`src/rtl/efcc_pkg.sv`:
```
// Constants, register map and state codes of the flash command controller.
package efcc_pkg;
  // ==========================================================
  // Register offsets on the extended function register port
  localparam logic [15:0] OFS_CMD = 16'hA020;
  localparam logic [15:0] OFS_DAT = 16'hA021;
  localparam logic [15:0] OFS_ADH = 16'hA022;
  localparam logic [15:0] OFS_ADL = 16'hA023;
  localparam logic [15:0] OFS_SCL = 16'hA024;
  localparam logic [15:0] OFS_LOZ = 16'hA025;
  localparam logic [15:0] OFS_HIZ = 16'hA026;
  localparam logic [15:0] OFS_ADM = 16'hA012;
  // ==========================================================
  // Reset values
  localparam logic [7:0] RST_CMD = 8'h80;
  localparam logic [7:0] RST_DAT = 8'h00;
  localparam logic [7:0] RST_ADR = 8'h00;
  localparam logic [7:0] RST_SCL = 8'h25;
  localparam logic [7:0] RST_LOZ = 8'hFF;
  localparam logic [7:0] RST_HIZ = 8'h00;
  // Fixed ones in the read view of the bit-16 address register.
  localparam logic [7:0] ADM_RD_ONES = 8'h3C;
  // ==========================================================
  // Field positions of the command and status register
  localparam int VFY_BIT = 7;
  localparam int BUSY_BIT = 6;
  localparam int FAIL_BIT = 5;
  localparam int CYC_MSB = 7;
  localparam int CYC_LSB = 5;
  localparam int CODE_MSB = 4;
  // ==========================================================
  // Command codes
  localparam logic [4:0] CMD_MAIN_RD = 5'h10;
  localparam logic [4:0] CMD_MAIN_ER = 5'h08;
  localparam logic [4:0] CMD_MAIN_WR = 5'h04;
  localparam logic [4:0] CMD_IFB_RD = 5'h02;
  localparam logic [4:0] CMD_IFB_WR = 5'h01;
  // ==========================================================
  // Array geometry
  localparam int ADDR_W = 17;
  localparam int SECTOR_BYTES = 1024;
  localparam int SECT_LSB = $clog2(SECTOR_BYTES);
  localparam int ZONE_LSB = 9;
  localparam int IFB_BYTES = 256;
  localparam int IFB_AW = $clog2(IFB_BYTES);
  localparam logic [7:0] IFB_RSV_FIRST = 8'hF0;
  // ==========================================================
  // Timeouts in command time base cycles
  localparam int CNT_W = 14;
  localparam logic [13:0] TO_WRITE [8] = '{14'h0037, 14'h003C,
    14'h0041, 14'h0045, 14'h004B, 14'h0050, 14'h0055, 14'h0059};
  localparam logic [13:0] TO_ERASE [8] = '{14'h153B, 14'h1741,
    14'h1934, 14'h1AF1, 14'h1CF0, 14'h1EE2, 14'h20D4, 14'h22B9};
  // ==========================================================
  // Sequencer states, Gray coded from idle to finish along the write path
  typedef enum logic [2:0] {
    ST_IDLE = 3'h0,
    ST_CHECK = 3'h1,
    ST_ACCESS = 3'h3,
    ST_VERIFY = 3'h2,
    ST_FINISH = 3'h6
  } efcc_state_t;
endpackage

```
`src/rtl/efcc_link_if.sv`:
```
// Signals shared between the sequencer, zone checker and time base.
`timescale 1ns/10ps
interface efcc_link_if;
  logic [16:0] addr;
  logic op_wr;
  logic op_er;
  logic op_ifb;
  logic writer;
  logic [7:0] loz;
  logic [7:0] hiz;
  logic [7:0] scaler;
  logic tick;
  logic hit;
  modport core (output addr, op_wr, op_er, op_ifb, writer, loz, hiz,
    scaler, input tick, hit);
  modport chk (input addr, op_wr, op_er, op_ifb, writer, loz, hiz,
    output hit);
  modport tb (input scaler, output tick);
endinterface

```
`src/rtl/efcc_time_base.sv`:
```
// Command time base: fractional divider of the system clock.
`timescale 1ns/10ps
module efcc_time_base (
  // Clock and reset
  input wire logic mclk_i,
  input wire logic rst_n_i,
  // Shared signals
  efcc_link_if.tb lk
);
  logic [7:0] acc_q;
  logic tick_q;
  wire [8:0] sum = {1'b0, acc_q} + {1'b0, lk.scaler} + 9'h001;

  // ==========================================================
  // Phase accumulator
  // [RQ11] carry rate n+1 over 256
  always_ff @(posedge mclk_i or negedge rst_n_i)
  begin
    if (!rst_n_i)
    begin
      acc_q <= 8'h00;
      tick_q <= 1'b0;
    end
    else
    begin
      acc_q <= sum[7:0];
      tick_q <= sum[8];
    end
  end
  assign lk.tick = tick_q;

  a_tick_full_rate: assert property (@(posedge mclk_i) // [RQ11]
    disable iff (!rst_n_i) lk.scaler == 8'hFF |=> lk.tick)
    else $error("tick missing at full rate");
  a_tick_spacing: assert property (@(posedge mclk_i) // [RQ23]
    disable iff (!rst_n_i) (lk.scaler == 8'h00)[*2] ##0 lk.tick
    |=> !lk.tick) else $error("ticks too close");
endmodule

```
`src/rtl/efcc_top.sv`:
```
// Flash command sequencer between the processor and the embedded flash.
`timescale 1ns/10ps
// Summary of operation
// [RQ1] Stall processor until the command completes
// [RQ2] Main array 128K bytes, 1024-byte sectors
// [RQ3] Separate 256-byte information block, own commands
// [RQ4] Read back each write, clear verify on mismatch
// [RQ5] Verify bit returns to one on start
// [RQ6] Busy bit set while command executes
// [RQ7] Fail bit sticky until next command
// [RQ8] Out-of-range or protected target fails
// [RQ9] Three-bit timeout select picks cycle table
// [RQ10] Software sets timeout select to 111
// [RQ11] Time base is clock times (n+1)/256
// [RQ12] Software picks scaler near 2 MHz
// [RQ13] Five-bit command code decodes five operations
// [RQ14] Invalid codes fail without executing
// [RQ15] Address from registers, data via data register
// [RQ16] Erase uses high address bits, whole sector
// [RQ17] Protected erase or write skipped, fails
// [RQ18] Reserved information bytes refuse writes
// [RQ19] Calibration area writable only in programmer mode
// [RQ20] Two zones bounded in 512-byte units
// [RQ21] Bounds reset to FF and 00
// [RQ22] Address from low, high and bit-16 registers
// [RQ23] Time base uses the multiply form
// [RQ24] Timeout ends command with fail
module efcc_top (
  // Clock and reset
  input wire logic mclk_i,
  input wire logic rst_n_i,
  // Extended function register port
  input wire logic [15:0] xfr_addr_i,
  input wire logic xfr_wr_i,
  input wire logic [7:0] xfr_wdata_i,
  output logic [7:0] xfr_rdata_o,
  // Processor stall
  output logic cpu_hold_o,
  // Programmer mode pin
  input wire logic writer_mode_i,
  // Flash macro port
  output logic [16:0] fl_addr_o,
  output logic [7:0] fl_wdata_o,
  output logic fl_rd_o,
  output logic fl_wr_o,
  output logic fl_er_o,
  output logic fl_ifb_o,
  input wire logic [7:0] fl_rdata_i,
  input wire logic fl_done_i
);
  function automatic logic at(input logic [15:0] a, input logic [15:0] o);
    return a == o;
  endfunction

  // ==========================================================
  // Reset release and pin synchronisers
  logic [1:0] rst_sync_q;
  logic [1:0] wm_sync_q;
  wire rst_n = rst_sync_q[1];
  always_ff @(posedge mclk_i or negedge rst_n_i)
  begin
    if (!rst_n_i)
      rst_sync_q <= 2'h0;
    else
      rst_sync_q <= {rst_sync_q[0], 1'b1};
  end
  always_ff @(posedge mclk_i or negedge rst_n)
  begin
    if (!rst_n)
      wm_sync_q <= 2'h0;
    else
      wm_sync_q <= {wm_sync_q[0], writer_mode_i};
  end

  // ==========================================================
  // Register state
  logic [7:0] dat_q, dat_d;
  logic [7:0] adl_q;
  logic [7:0] adh_q;
  logic a16_q;
  logic [7:0] scl_q;
  logic [7:0] loz_q;
  logic [7:0] hiz_q;
  logic [2:0] cyc_q;
  logic [4:0] code_q;
  logic vfy_q, vfy_d;
  logic fail_q, fail_d;
  logic busy_q;
  logic hold_q;
  logic [13:0] cnt_q, cnt_d;
  efcc_pkg::efcc_state_t state_q, state_d;
  logic rd_d, wr_d, er_d;
  logic [7:0] rdata_q;
  logic [16:0] fl_addr_q;
  logic [7:0] fl_wdata_q;
  logic fl_rd_q, fl_wr_q, fl_er_q, fl_ifb_q;

  // ==========================================================
  // Register port decode
  // Writes are ignored while busy, since the processor is stalled anyway.
  wire sw_wr = xfr_wr_i && !busy_q;
  wire wr_cmd = sw_wr && at(xfr_addr_i, efcc_pkg::OFS_CMD);
  wire wr_dat = sw_wr && at(xfr_addr_i, efcc_pkg::OFS_DAT);
  wire wr_adh = sw_wr && at(xfr_addr_i, efcc_pkg::OFS_ADH);
  wire wr_adl = sw_wr && at(xfr_addr_i, efcc_pkg::OFS_ADL);
  wire wr_adm = sw_wr && at(xfr_addr_i, efcc_pkg::OFS_ADM);
  wire wr_scl = sw_wr && at(xfr_addr_i, efcc_pkg::OFS_SCL);
  wire wr_loz = sw_wr && at(xfr_addr_i, efcc_pkg::OFS_LOZ);
  wire wr_hiz = sw_wr && at(xfr_addr_i, efcc_pkg::OFS_HIZ);

  // ==========================================================
  // Command decode
  // [RQ13] five valid codes
  wire is_main_rd = code_q == efcc_pkg::CMD_MAIN_RD;
  wire is_main_er = code_q == efcc_pkg::CMD_MAIN_ER;
  wire is_main_wr = code_q == efcc_pkg::CMD_MAIN_WR;
  wire is_ifb_rd = code_q == efcc_pkg::CMD_IFB_RD;
  wire is_ifb_wr = code_q == efcc_pkg::CMD_IFB_WR;
  wire is_rd = is_main_rd || is_ifb_rd;
  wire is_wr = is_main_wr || is_ifb_wr;
  wire is_er = is_main_er;
  // [RQ3] information block commands
  wire is_ifb = is_ifb_rd || is_ifb_wr;
  wire code_ok = is_rd || is_wr || is_er;

  // [RQ22] seventeen-bit address
  wire [16:0] addr = {a16_q, adh_q, adl_q};
  // [RQ2] [RQ16] erase targets the sector base
  wire [16:0] sec_base = {addr[16:efcc_pkg::SECT_LSB],
    {efcc_pkg::SECT_LSB{1'b0}}};
  wire [16:0] ifb_addr = {9'h000, addr[7:0]};
  wire [16:0] fl_addr_d = is_er ? sec_base : (is_ifb ? ifb_addr : addr);

  // [RQ9] timeout table chosen by operation
  wire [13:0] lim = is_er ? efcc_pkg::TO_ERASE[cyc_q] :
    efcc_pkg::TO_WRITE[cyc_q];
  // [RQ24] expiry of the timeout count
  wire timed_out = cnt_q >= lim;
  wire waiting = (state_q == efcc_pkg::ST_ACCESS) ||
    (state_q == efcc_pkg::ST_VERIFY);

  // ==========================================================
  // Links to the zone checker and the time base
  efcc_link_if lk ();
  assign lk.addr = addr;
  assign lk.op_wr = is_wr;
  assign lk.op_er = is_er;
  assign lk.op_ifb = is_ifb;
  assign lk.writer = wm_sync_q[1];
  assign lk.loz = loz_q;
  assign lk.hiz = hiz_q;
  // [RQ23] multiply form of the scaler
  assign lk.scaler = scl_q;

  efcc_zone_chk u_chk (
    .lk(lk.chk)
  );

  efcc_time_base u_tb (
    .mclk_i(mclk_i),
    .rst_n_i(rst_n),
    .lk(lk.tb)
  );

  // ==========================================================
  // Sequencer
  always_comb
  begin
    state_d = state_q;
    fail_d = fail_q;
    vfy_d = vfy_q;
    cnt_d = cnt_q;
    rd_d = 1'b0;
    wr_d = 1'b0;
    er_d = 1'b0;
    unique case (state_q)
      efcc_pkg::ST_IDLE:
        if (wr_cmd)
        begin
          // [RQ5] [RQ7] fresh status on every start
          state_d = efcc_pkg::ST_CHECK;
          fail_d = 1'b0;
          vfy_d = 1'b1;
          cnt_d = 14'h0000;
        end
      efcc_pkg::ST_CHECK:
        // [RQ14] [RQ8] [RQ17] refuse before any strobe
        if (!code_ok || lk.hit)
        begin
          fail_d = 1'b1;
          state_d = efcc_pkg::ST_FINISH;
        end
        else
        begin
          rd_d = is_rd;
          wr_d = is_wr;
          er_d = is_er;
          state_d = efcc_pkg::ST_ACCESS;
        end
      efcc_pkg::ST_ACCESS:
        if (fl_done_i && is_wr)
        begin
          // [RQ4] read the written byte back
          rd_d = 1'b1;
          state_d = efcc_pkg::ST_VERIFY;
        end
        else if (fl_done_i)
          state_d = efcc_pkg::ST_FINISH;
        else if (timed_out)
        begin
          fail_d = 1'b1;
          state_d = efcc_pkg::ST_FINISH;
        end
      efcc_pkg::ST_VERIFY:
        if (fl_done_i)
        begin
          // [RQ4] compare with the intended byte
          vfy_d = fl_rdata_i == dat_q;
          state_d = efcc_pkg::ST_FINISH;
        end
        else if (timed_out)
        begin
          fail_d = 1'b1;
          state_d = efcc_pkg::ST_FINISH;
        end
      efcc_pkg::ST_FINISH:
        state_d = efcc_pkg::ST_IDLE;
      default:
        state_d = efcc_pkg::ST_IDLE;
    endcase
    if (waiting && lk.tick && !timed_out)
      cnt_d = cnt_q + 14'h0001;
  end

  // [RQ15] read results land in the data register
  wire rd_done = (state_q == efcc_pkg::ST_ACCESS) && fl_done_i && is_rd;
  assign dat_d = rd_done ? fl_rdata_i : (wr_dat ? xfr_wdata_i : dat_q);
  wire leave_chk = rd_d || wr_d || er_d;

  always_ff @(posedge mclk_i or negedge rst_n)
  begin
    if (!rst_n)
    begin
      state_q <= efcc_pkg::ST_IDLE;
      fail_q <= efcc_pkg::RST_CMD[efcc_pkg::FAIL_BIT];
      vfy_q <= efcc_pkg::RST_CMD[efcc_pkg::VFY_BIT];
      busy_q <= efcc_pkg::RST_CMD[efcc_pkg::BUSY_BIT];
      hold_q <= 1'b0;
      cnt_q <= 14'h0000;
    end
    else
    begin
      state_q <= state_d;
      fail_q <= fail_d;
      vfy_q <= vfy_d;
      // [RQ6] [RQ1] busy and stall track the sequencer
      busy_q <= state_d != efcc_pkg::ST_IDLE;
      hold_q <= state_d != efcc_pkg::ST_IDLE;
      cnt_q <= cnt_d;
    end
  end

  // ==========================================================
  // Software registers
  always_ff @(posedge mclk_i or negedge rst_n)
  begin
    if (!rst_n)
    begin
      dat_q <= efcc_pkg::RST_DAT;
      adl_q <= efcc_pkg::RST_ADR;
      adh_q <= efcc_pkg::RST_ADR;
      a16_q <= 1'b0;
      scl_q <= efcc_pkg::RST_SCL;
      // [RQ21] whole array protected after reset
      loz_q <= efcc_pkg::RST_LOZ;
      hiz_q <= efcc_pkg::RST_HIZ;
      cyc_q <= efcc_pkg::RST_CMD[efcc_pkg::CYC_MSB:efcc_pkg::CYC_LSB];
      code_q <= efcc_pkg::RST_CMD[efcc_pkg::CODE_MSB:0];
    end
    else
    begin
      dat_q <= dat_d;
      adl_q <= wr_adl ? xfr_wdata_i : adl_q;
      adh_q <= wr_adh ? xfr_wdata_i : adh_q;
      a16_q <= wr_adm ? xfr_wdata_i[0] : a16_q;
      scl_q <= wr_scl ? xfr_wdata_i : scl_q;
      loz_q <= wr_loz ? xfr_wdata_i : loz_q;
      hiz_q <= wr_hiz ? xfr_wdata_i : hiz_q;
      cyc_q <= wr_cmd ? xfr_wdata_i[efcc_pkg::CYC_MSB:efcc_pkg::CYC_LSB] :
        cyc_q;
      code_q <= wr_cmd ? xfr_wdata_i[efcc_pkg::CODE_MSB:0] : code_q;
    end
  end

  // ==========================================================
  // Read view, registered one cycle after the address
  wire [7:0] stat = {vfy_q, busy_q, fail_q, code_q};
  wire [7:0] rd_mux =
    at(xfr_addr_i, efcc_pkg::OFS_CMD) ? stat :
    at(xfr_addr_i, efcc_pkg::OFS_DAT) ? dat_q :
    at(xfr_addr_i, efcc_pkg::OFS_ADH) ? adh_q :
    at(xfr_addr_i, efcc_pkg::OFS_ADL) ? adl_q :
    at(xfr_addr_i, efcc_pkg::OFS_ADM) ? (efcc_pkg::ADM_RD_ONES |
      {7'h00, a16_q}) :
    at(xfr_addr_i, efcc_pkg::OFS_SCL) ? scl_q :
    at(xfr_addr_i, efcc_pkg::OFS_LOZ) ? loz_q :
    at(xfr_addr_i, efcc_pkg::OFS_HIZ) ? hiz_q : 8'h00;

  // ==========================================================
  // Flash macro strobes, one cycle each
  always_ff @(posedge mclk_i or negedge rst_n)
  begin
    if (!rst_n)
    begin
      rdata_q <= 8'h00;
      fl_addr_q <= 17'h00000;
      fl_wdata_q <= 8'h00;
      fl_rd_q <= 1'b0;
      fl_wr_q <= 1'b0;
      fl_er_q <= 1'b0;
      fl_ifb_q <= 1'b0;
    end
    else
    begin
      rdata_q <= rd_mux;
      fl_addr_q <= leave_chk ? fl_addr_d : fl_addr_q;
      fl_wdata_q <= leave_chk ? dat_q : fl_wdata_q;
      fl_ifb_q <= leave_chk ? is_ifb : fl_ifb_q;
      fl_rd_q <= rd_d;
      fl_wr_q <= wr_d;
      fl_er_q <= er_d;
    end
  end

  assign xfr_rdata_o = rdata_q;
  assign cpu_hold_o = hold_q;
  assign fl_addr_o = fl_addr_q;
  assign fl_wdata_o = fl_wdata_q;
  assign fl_rd_o = fl_rd_q;
  assign fl_wr_o = fl_wr_q;
  assign fl_er_o = fl_er_q;
  assign fl_ifb_o = fl_ifb_q;

  // ==========================================================
  // Checks
  a_hold_on_start: assert property (@(posedge mclk_i) // [RQ1]
    disable iff (!rst_n) wr_cmd |=> cpu_hold_o && busy_q)
    else $error("no stall on start");
  a_hold_release: assert property (@(posedge mclk_i) // [RQ6]
    disable iff (!rst_n) state_q == efcc_pkg::ST_FINISH |=>
    !cpu_hold_o && !busy_q) else $error("stall not released");
  a_start_status: assert property (@(posedge mclk_i) // [RQ5]
    disable iff (!rst_n) wr_cmd |=> vfy_q && !fail_q)
    else $error("status not renewed");
  a_fail_sticky: assert property (@(posedge mclk_i) // [RQ7]
    disable iff (!rst_n) fail_q && !wr_cmd |=> fail_q)
    else $error("fail lost");
  a_bad_code: assert property (@(posedge mclk_i) // [RQ14]
    disable iff (!rst_n) state_q == efcc_pkg::ST_CHECK && !code_ok |=>
    fail_q && !fl_rd_o && !fl_wr_o && !fl_er_o)
    else $error("invalid code ran");
  a_zone_skip: assert property (@(posedge mclk_i) // [RQ17]
    disable iff (!rst_n) state_q == efcc_pkg::ST_CHECK && lk.hit |=>
    fail_q && !fl_wr_o && !fl_er_o ##1 !busy_q)
    else $error("protected target touched");
  a_verify_miss: assert property (@(posedge mclk_i) // [RQ4]
    disable iff (!rst_n) state_q == efcc_pkg::ST_VERIFY && fl_done_i &&
    fl_rdata_i != dat_q |=> !vfy_q) else $error("mismatch not flagged");
  a_timeout_end: assert property (@(posedge mclk_i) // [RQ24]
    disable iff (!rst_n) waiting && timed_out && !fl_done_i |=>
    fail_q ##1 !cpu_hold_o) else $error("timeout not ended");
endmodule

```
`src/rtl/efcc_zone_chk.sv`:
```
// Address range and protection zone checker for flash commands.
`timescale 1ns/10ps
module efcc_zone_chk (
  // Shared signals
  efcc_link_if.chk lk
);
  function automatic logic zone_prot(input logic [7:0] u,
    input logic [7:0] lo, input logic [7:0] hi);
    return (u < lo) || (u > hi);
  endfunction

  // ==========================================================
  // Zone units of 512 bytes
  // [RQ20] low and high protection zones
  wire [7:0] unit = lk.addr[16:efcc_pkg::ZONE_LSB];
  wire [7:0] sec_lo = {lk.addr[16:efcc_pkg::SECT_LSB], 1'b0};
  wire [7:0] sec_hi = {lk.addr[16:efcc_pkg::SECT_LSB], 1'b1};
  // [RQ16] an erase covers both zone units of its sector
  wire er_hit = zone_prot(sec_lo, lk.loz, lk.hiz) ||
    zone_prot(sec_hi, lk.loz, lk.hiz);
  wire wr_hit = zone_prot(unit, lk.loz, lk.hiz);
  // [RQ17] protection applies to erase and write only
  wire main_hit = lk.op_er ? er_hit : (lk.op_wr && wr_hit);
  // [RQ8] information block beyond its size is out of range
  wire ifb_oor = lk.addr[16:efcc_pkg::IFB_AW] != 9'h000;
  // [RQ18] reserved bytes, [RQ19] open only in programmer mode
  wire ifb_rsv = (lk.addr[7:0] >= efcc_pkg::IFB_RSV_FIRST) && !lk.writer;
  wire ifb_hit = ifb_oor || (lk.op_wr && ifb_rsv);

  assign lk.hit = lk.op_ifb ? ifb_hit : main_hit;
endmodule

```
`config.mk`:
```
export PLATFORM = sky130hd
export DESIGN_NAME = efcc_top
export DESIGN_NICKNAME = d
export VERILOG_FILES = /design/src/rtl/efcc_pkg.sv /design/src/rtl/efcc_link_if.sv /design/src/rtl/efcc_time_base.sv /design/src/rtl/efcc_top.sv /design/src/rtl/efcc_zone_chk.sv
export SDC_FILE = /design/constraint.sdc
export NUM_CORES = 1
export LEC_CHECK = 0
export BUFFER_PORTS_ARGS = -buffer_cell sky130_fd_sc_hd__buf_2
export CORE_MARGIN = 2
export CORE_UTILIZATION = 55
export DETAILED_ROUTE_END_ITERATION = 7
export GPL_TIMING_DRIVEN = 0
export PLACE_DENSITY = 0.79
export RECOVER_POWER = 100
export SLEW_MARGIN = 25
export SYNTH_ARGS = -nofsm -noshare
export SYNTH_HDL_FRONTEND = slang
export SYNTH_HIERARCHICAL = 1
export SYNTH_SLANG_ARGS = --single-unit
```
`constraint.sdc`:
```
create_clock -name mclk_i -period 5.35 [get_ports mclk_i]
set_input_delay 0.2675 -clock mclk_i [delete_from_list [all_inputs] [get_ports mclk_i]]
set_output_delay 0.2675 -clock mclk_i [all_outputs]
set_load 0.1 [all_outputs]
```
---- Word-level counts from Yosys, hierarchy flattened ----
Memories as Yosys holds them, arrays and structs flattened.
Index checks and enable logic that the tools add are counted.
cells by class
  add/sub/neg operators ................... 3
  magnitude comparators ................... 9
  eq/ne operators ......................... 21
  muxes and demuxes ....................... 44
  bitwise logic cells ..................... 1
  reduce and logical (&&, ||, !) cells .... 46
operators with widths
  operator                 number
  $eq A16 B16 Y1 const B   8
  $mux W14                 8
  $mux W8                  10
  $mux W17                 2
  $gt A8 B8 Y1             3
  $lt A8 B8 Y1             3
  $logic_and A1 B1 Y1      17
  $mux W1                  15
  $mux W3                  5
  $add A14 B1 Y14 const B  1
  $ge A14 B14 Y1           1
  $logic_or A1 B1 Y1       14
  $pmux W3 S4              1
  $add A8 B8 Y9            1
  $add A9 B1 Y9 const B    1
  $reduce_bool A9 Y1       1
  $eq A8 B8 Y1             1
  $ge A8 B8 Y1 const B     1
  $ne A2 B2 Y1 const B     4
  $reduce_bool A2 Y1       4
  $eq A3 B2 Y1 const B     2
  $eq A5 B1 Y1 const B     1
  $eq A5 B2 Y1 const B     1
  $eq A5 B3 Y1 const B     1
  14 further kinds         18
storage, ports and cells
  register bits after elaboration ......... 127
  ROM bits ................................ 224
  bits of input ports ..................... 37
  output and inout port bits .............. 38
  logic and storage cells ................. 151
  memories ................................ 2
memory list
  memory            words  bits a word  rd ports  clocked after memory_dff  write ports  line             RTL
  (name not given)  8      14           1         0                         0            efcc_top.sv:136  efcc_pkg::TO_WRITE[cyc_q];
  (name not given)  8      14           1         0                         0            efcc_top.sv:135  wire [13:0] lim = is_er ? efcc_pkg::TO_ERASE[cyc_q] :

---- Logic depth before layout (Yosys ltp) ----
  depth in word-level cells ............... 11
  mapped depth ............................ 15
  mapped depth without buffers ............ 13

---- Modules after synthesis ----
Netlist, hierarchy kept.
modules (own cells, without submodules)
  module          times used  cells an instance  area an instance (um^2)
  efcc_top        1           599                6344.8
  efcc_time_base  1           54                 569.3
  efcc_zone_chk   1           75                 538.0

---- Worst setup path before layout ----
Ideal clock, no wire load.
  kind .................................... reg-to-reg
  from .................................... register code_q[1]
  to ...................................... register fl_addr_q[10], in the netlist fl_addr_o[10]
  arrival ................................. 3.171 ns
  required time ........................... 5.269 ns
  setup slack ............................. 2.097 ns
  cell stages (with the launch flop) ...... 13
  buffers on the path ..................... 2
  path through ............................ dfrtp_1 -> clkbuf_1 -> or4_1 -> inv_1 -> nand4_1 -> nor3b_1 -> o32ai_1 -> a221oi_1 -> or3_1 -> a21oi_1 -> nor2_1 -> clkbuf_1 -> mux2i_1
between the ends
  longest elaborated chain between the ends .. 10
ends and longest elaborated chain
  what                                                  line                                      RTL
  start, declared                                       efcc_top.sv:85                            logic [4:0] code_q;
  start signal, assigned                                efcc_top.sv:278                           code_q <= efcc_pkg::RST_CMD[efcc_pkg::CODE_MSB:0];
  start signal, assigned                                efcc_top.sv:291                           code_q <= wr_cmd ? xfr_wdata_i[efcc_pkg::CODE_MSB:0] : code_q;
  $eq A5 B3 Y1 / $eq A5 B1 Y1 (equally long branches)   efcc_top.sv:116, efcc_top.sv:118
  $logic_or A1 B1 Y1 (*)                                efcc_top.sv:120                           wire is_wr = is_main_wr || is_ifb_wr;
  net is_wr                                             efcc_top.sv:120
  $logic_and A1 B1 Y1 (on tied branches)                efcc_zone_chk.sv:23, efcc_zone_chk.sv:28
  $mux W1 / $logic_or A1 B1 Y1 (equally long branches)  efcc_zone_chk.sv:23, efcc_zone_chk.sv:28
  $mux W1 (*)                                           efcc_zone_chk.sv:30                       assign lk.hit = lk.op_ifb ? ifb_hit : main_hit;
  net lk.hit                                            efcc_link_if.sv:13                        logic hit;
  $logic_or A1 B1 Y1 (*)                                efcc_top.sv:188                           if (!code_ok || lk.hit)
  $mux W1                                               efcc_top.sv:188
  $pmux W1 S2 / $mux W1 (equally long branches)         efcc_top.sv:176                           unique case (state_q)
  $logic_or A1 B1 Y1                                    efcc_top.sv:238                           wire leave_chk = rd_d || wr_d || er_d;
  $logic_or A1 B1 Y1 (*)                                efcc_top.sv:238
  end signal, assigned                                  efcc_top.sv:326                           fl_addr_q <= leave_chk ? fl_addr_d : fl_addr_q;
  end, declared                                         efcc_top.sv:94                            logic [16:0] fl_addr_q;
Mark *: on every way through the listed nets, which the timed path passes. The rest lies on a longest branch.
A chain may end at the register's enable or synchronous reset.

---- Final worst setup path ----
  from .................................... register code_q[1]
  to ...................................... register fl_addr_q[5], in the netlist fl_addr_o[5]
between the ends
  longest elaborated chain between the ends .. 10
ends and longest elaborated chain
  what                                                  line                                      RTL
  $eq A5 B3 Y1 / $eq A5 B1 Y1 (equally long branches)   efcc_top.sv:116, efcc_top.sv:118
  $logic_or A1 B1 Y1 (*)                                efcc_top.sv:120
  net is_wr                                             efcc_top.sv:120
  $logic_and A1 B1 Y1 (on tied branches)                efcc_zone_chk.sv:23, efcc_zone_chk.sv:28
  $mux W1 / $logic_or A1 B1 Y1 (equally long branches)  efcc_zone_chk.sv:23, efcc_zone_chk.sv:28
  $mux W1 (*)                                           efcc_zone_chk.sv:30
  net lk.hit                                            efcc_link_if.sv:13
  $logic_or A1 B1 Y1 (*)                                efcc_top.sv:188
  $mux W1 (*)                                           efcc_top.sv:188
  $pmux W1 S2 (*)                                       efcc_top.sv:176
  net rd_d                                              efcc_top.sv:92                            logic rd_d, wr_d, er_d;
  $logic_or A1 B1 Y1 (*) (2 in a row)                   efcc_top.sv:238
Marked as above.

==> results.md <==
* Source of the worst register-to-register timing path: code_q[1]
* Vias at 6207
* Signed area change from the synthesized netlist to the final layout at 15.2%
* Number of antenna repair diodes at 0
* Total placed instance area at 0.00809 mm²
* Final Hold Fails at 0
* Outcome: complete, but fails checks
* Post-synthesis net count at 819
* Starting density of the core at 56.3%
* Unrepaired setup endpoints after global routing: false
* Yosys warning total at 6
* Crit. End Element: register
* RePlAce Congestion at 0.974
* Final setup violation count at 0
* Required time worst endpoint at 5.69 ns
* Die outline area at 0.0145 mm²
* Top cells by instance count after synthesis: 114 x sky130_fd_sc_hd__dfrtp_1, 62 x sky130_fd_sc_hd__nand2_1, 57 x sky130_fd_sc_hd__mux2_2, 53 x sky130_fd_sc_hd__ha_1, 51 x sky130_fd_sc_hd__inv_1
* Floorplan core area at 0.0132 mm²
* Summed area of non-filler cells in the final layout at 0.00858 mm²
* Type of the worst min-delay path: in2async
* NetSw at 0.000560 W
* Register-to-register path setup slack at 0.36 ns
* Share of power burned in the clock network at 48.6%
* Die extent in y at 120 µm
* Overall track demand over capacity in global routing at 28.9%
* Number of enable-type register cells in the synthesized netlist at 0
* TritonCTS Buffers at 17
* Power density relative to cell area at 266 mW/mm²
* Combined buffer and inverter count along the critical path at 3
* Area of the mapped netlist at 0.00745 mm²
* Clock Sinks at 127
* Failing checks: capacitance limit, slew limit
* Cells on worst reg2reg path at 12
* Initial antenna violation count at 0
* FFs w/ async S/R, synth at 100%
* Overall routed net length at 20200 µm
* Worst clock skew at 0.00865 ns
* CTS tree: built
* Achievable Freq at 201 MHz
* Count of instances resized after the clock tree is built at 0
* Final Total Pwr at 0.00229 W
* Cell with the most instances after synthesis: sky130_fd_sc_hd__dfrtp_1
* Critical path fanouts, max at 10
* Max FFs per register at 17
* Share of post-route cells with drive strength above 1 at 17.7%
* Number of buffers added for setup after CTS at 0
* Worst path most repeated cell: sky130_fd_sc_hd__clkbuf_1
* Source-to-sink clock delay at the later pin of the worst-skew pair at 0.42 ns
* Area share of the largest cell type after synthesis at 38.3%
* Internal power at 0.00173 W
* Total gr overflow at 0
* Post-detail-place hpwl at 14600 µm
* Leading post-synthesis cells by cell area: sky130_fd_sc_hd__dfrtp_1 38%, sky130_fd_sc_hd__ha_1 8.9%, sky130_fd_sc_hd__mux2_2 8.6%, sky130_fd_sc_hd__mux2i_1 4.8%, sky130_fd_sc_hd__dfstp_2 4.6%
* Worst voltage drop across the vdd grid at 255 µV
* Reg-to-Reg End: fl_addr_o[5]
* Synth Instances at 728
* Average routed wire per standard cell at 19.9 µm
* Row count at 42
* Cell family contributing the most delay on the critical path: simple AND/OR/NAND/NOR gates
* Fin. max-slew vios at 54
* Worst endpoint data arrival time at 5.33 ns
* Maximum Capacitance Violations at 1
* Crit-path max cell delay at 0.79 ns
* Share of the clock period used by the worst path at 93.2%
* Initial detailed-routing violation count at 547
* Crit Path Category: reg2reg
* Number of I/O pins at 75
* Most area-hungry cell type in the Yosys netlist: sky130_fd_sc_hd__dfrtp_1
* First-pass detailed-route iteration total at 5
* Placed insts at 980
* Share of the yosys chip area belonging to registers at 42.9%
* Min cycle time layout at 4.99 ns
* Synthesized flop and latch total at 127
* Vias per inst at 6.12
* Final layout net count at 916
* Final routed DRC violation total at 0
* Die boundary width at 120 µm
* Via count of the first global-routing pass at 6118
* CTS clk-pin slew, worst paths at 0.06 ns
* Largest net degree at the start of global routing at 55
* Clock Tree Root: sky130_fd_sc_hd__clkbuf_16
* Worst slew margin at -104%
* CP max-delay cell: sky130_fd_sc_hd__a221oi_1
* Post-route core utilization at 64.8%
* Final-layout setup total negative slack at 0 ns
* CP Cell Sequence: clkbuf_1 > or4_1 > inv_1 > nand4_1 > nor3b_1 > o32ai_1 > a221oi_1 > or3_1 > a21oi_1 > nor2_1 > clkbuf_1 > mux2i_1
* Sequential fraction of design power at 43.7%
* Static Leak at 4.15 nW
* Quantity of hold-fixing buffers added after cts at 2
* Slew at the pin closest to its max-slew limit at 3.07 ns
* Primary flip-flop cell chosen by synthesis mapping: sky130_fd_sc_hd__dfrtp_1
* Count of H-tree levels built during CTS at 4
* Number of nets with antenna violations after detailed routing at 0
* Mean Syn Cell Area at 10.2 µm²
* Total of buffers placed on input and output ports at 74
* Final cell count without fillers at 1014
* Kind of start point of the critical path: register
* CTS Buffer Depth at 2
* Sw frac at 24.5%
* Gate power share at 7.7%
* Number of different library cells in the post-synthesis netlist at 71
* Global-route wire length before repair at 31900 µm
## routing by layer
layer | vias up | track usage [%] | wire length (µm) | part of all wire, %
li1 | 2817 | - | - | -
met5 | - | 0 | 0 | 0
met2 | 262 | 47.1 | 9850 | 49
met4 | 0 | 11.0 | 476 | 2.4
met1 | 3088 | 37.2 | 8220 | 41
met3 | 40 | 7.31 | 1650 | 8.2
## power groups by stage
stage,clock network [W],registers [W],logic [W]
finish,0.00111,0.00100,0.000176
CTS,0.00113,0.00100,0.000178
detailed placement,0,0.00102,0.000175
global route,0.00117,0.00100,0.000194
floorplan,0,0.00103,0.0000962
global placement,0,0.00103,0.000147
## cell type report
type	count	area [µm²]
fill	1067	4660
inverter	52	195
sequential	127	3190
timing repair buffer	78	364
buffer	26	108
clock inverter	11	106
tap	176	220
multi-input combinational	523	3930
clock buffer	21	470
## stage by stage
| stage | setup slack, ns | hold WS (ns) |
|---|---|---|
| after floorplan | 1.57 | -0.0281 |
| after global placement | 0.348 | 0.0523 |
| after detailed placement | 0.706 | 0.0546 |
| after CTS | 0.686 | 0.132 |
| after global routing | 0.244 | 0.151 |
| final | 0.363 | 0.157 |
## cells by family (layout without fill, tap and decap cells)
kind of cell | count (synthesis) | count (layout) | synth area share, %
adders and majority gates | 54 | 54 | 9.17
xor gates and xnor gates | 17 | 17 | 2.00
other | 1 | 1 | 0.0503
and+or+nand+nor | 212 | 212 | 14.7
buffers and inverters | 78 | 188 | 4.08
muxes | 102 | 102 | 15.3
AOI/OAI and AO/OA | 137 | 137 | 11.9
DFF | 127 | 127 | 42.9
## worst max path at each step
| stage | start | endpoint | slack (ns) | depth (start not counted) |
|---|---|---|---|---|
| 6_report | code_q[1] | fl_addr_o[5] | 0.36 | 12 |
| 2_1_floorplan | rst_sync_q[1] | a16_q | 1.57 | 0 |
| 5_1_grt | code_q[1] | fl_addr_o[13] | 0.24 | 12 |
| 3_5_place_dp | code_q[1] | fl_addr_o[5] | 0.71 | 12 |
| 4_1_cts | code_q[1] | fl_addr_o[5] | 0.69 | 12 |
| 3_3_place_gp | rst_sync_q[1] | cnt_q[0] | 0.35 | 0 |
## worst register-to-register path, delay by kind of cell, from the launching register on
family | cells | cell delay, ns
and+or+nand+nor | 5 | 2.08
buffers and inverters | 3 | 1.10
DFF | 1 | 0.35
muxes | 1 | 0.27
AOI/OAI and AO/OA | 3 | 1.08
## cell usage in the layout (no fill, tap or decap), types with 11 or more instances in the layout
cell type                   synthesis  layout
sky130_fd_sc_hd__dfrtp_1          114     114
sky130_fd_sc_hd__clkbuf_1          17      64
sky130_fd_sc_hd__nand2_1           62      62
sky130_fd_sc_hd__mux2_2            57      54
sky130_fd_sc_hd__ha_1              53      53
sky130_fd_sc_hd__inv_1             51      51
sky130_fd_sc_hd__a21oi_1           47      48
sky130_fd_sc_hd__nor2_1            44      44
sky130_fd_sc_hd__buf_2              3      36
sky130_fd_sc_hd__mux2i_1           36      36
sky130_fd_sc_hd__o21ai_0           30      30
sky130_fd_sc_hd__nand3_1           23      23
sky130_fd_sc_hd__clkbuf_16          0      17
sky130_fd_sc_hd__a221o_1           11      11
sky130_fd_sc_hd__dfstp_2           13      11
Power figures use the tool's default switching activity.
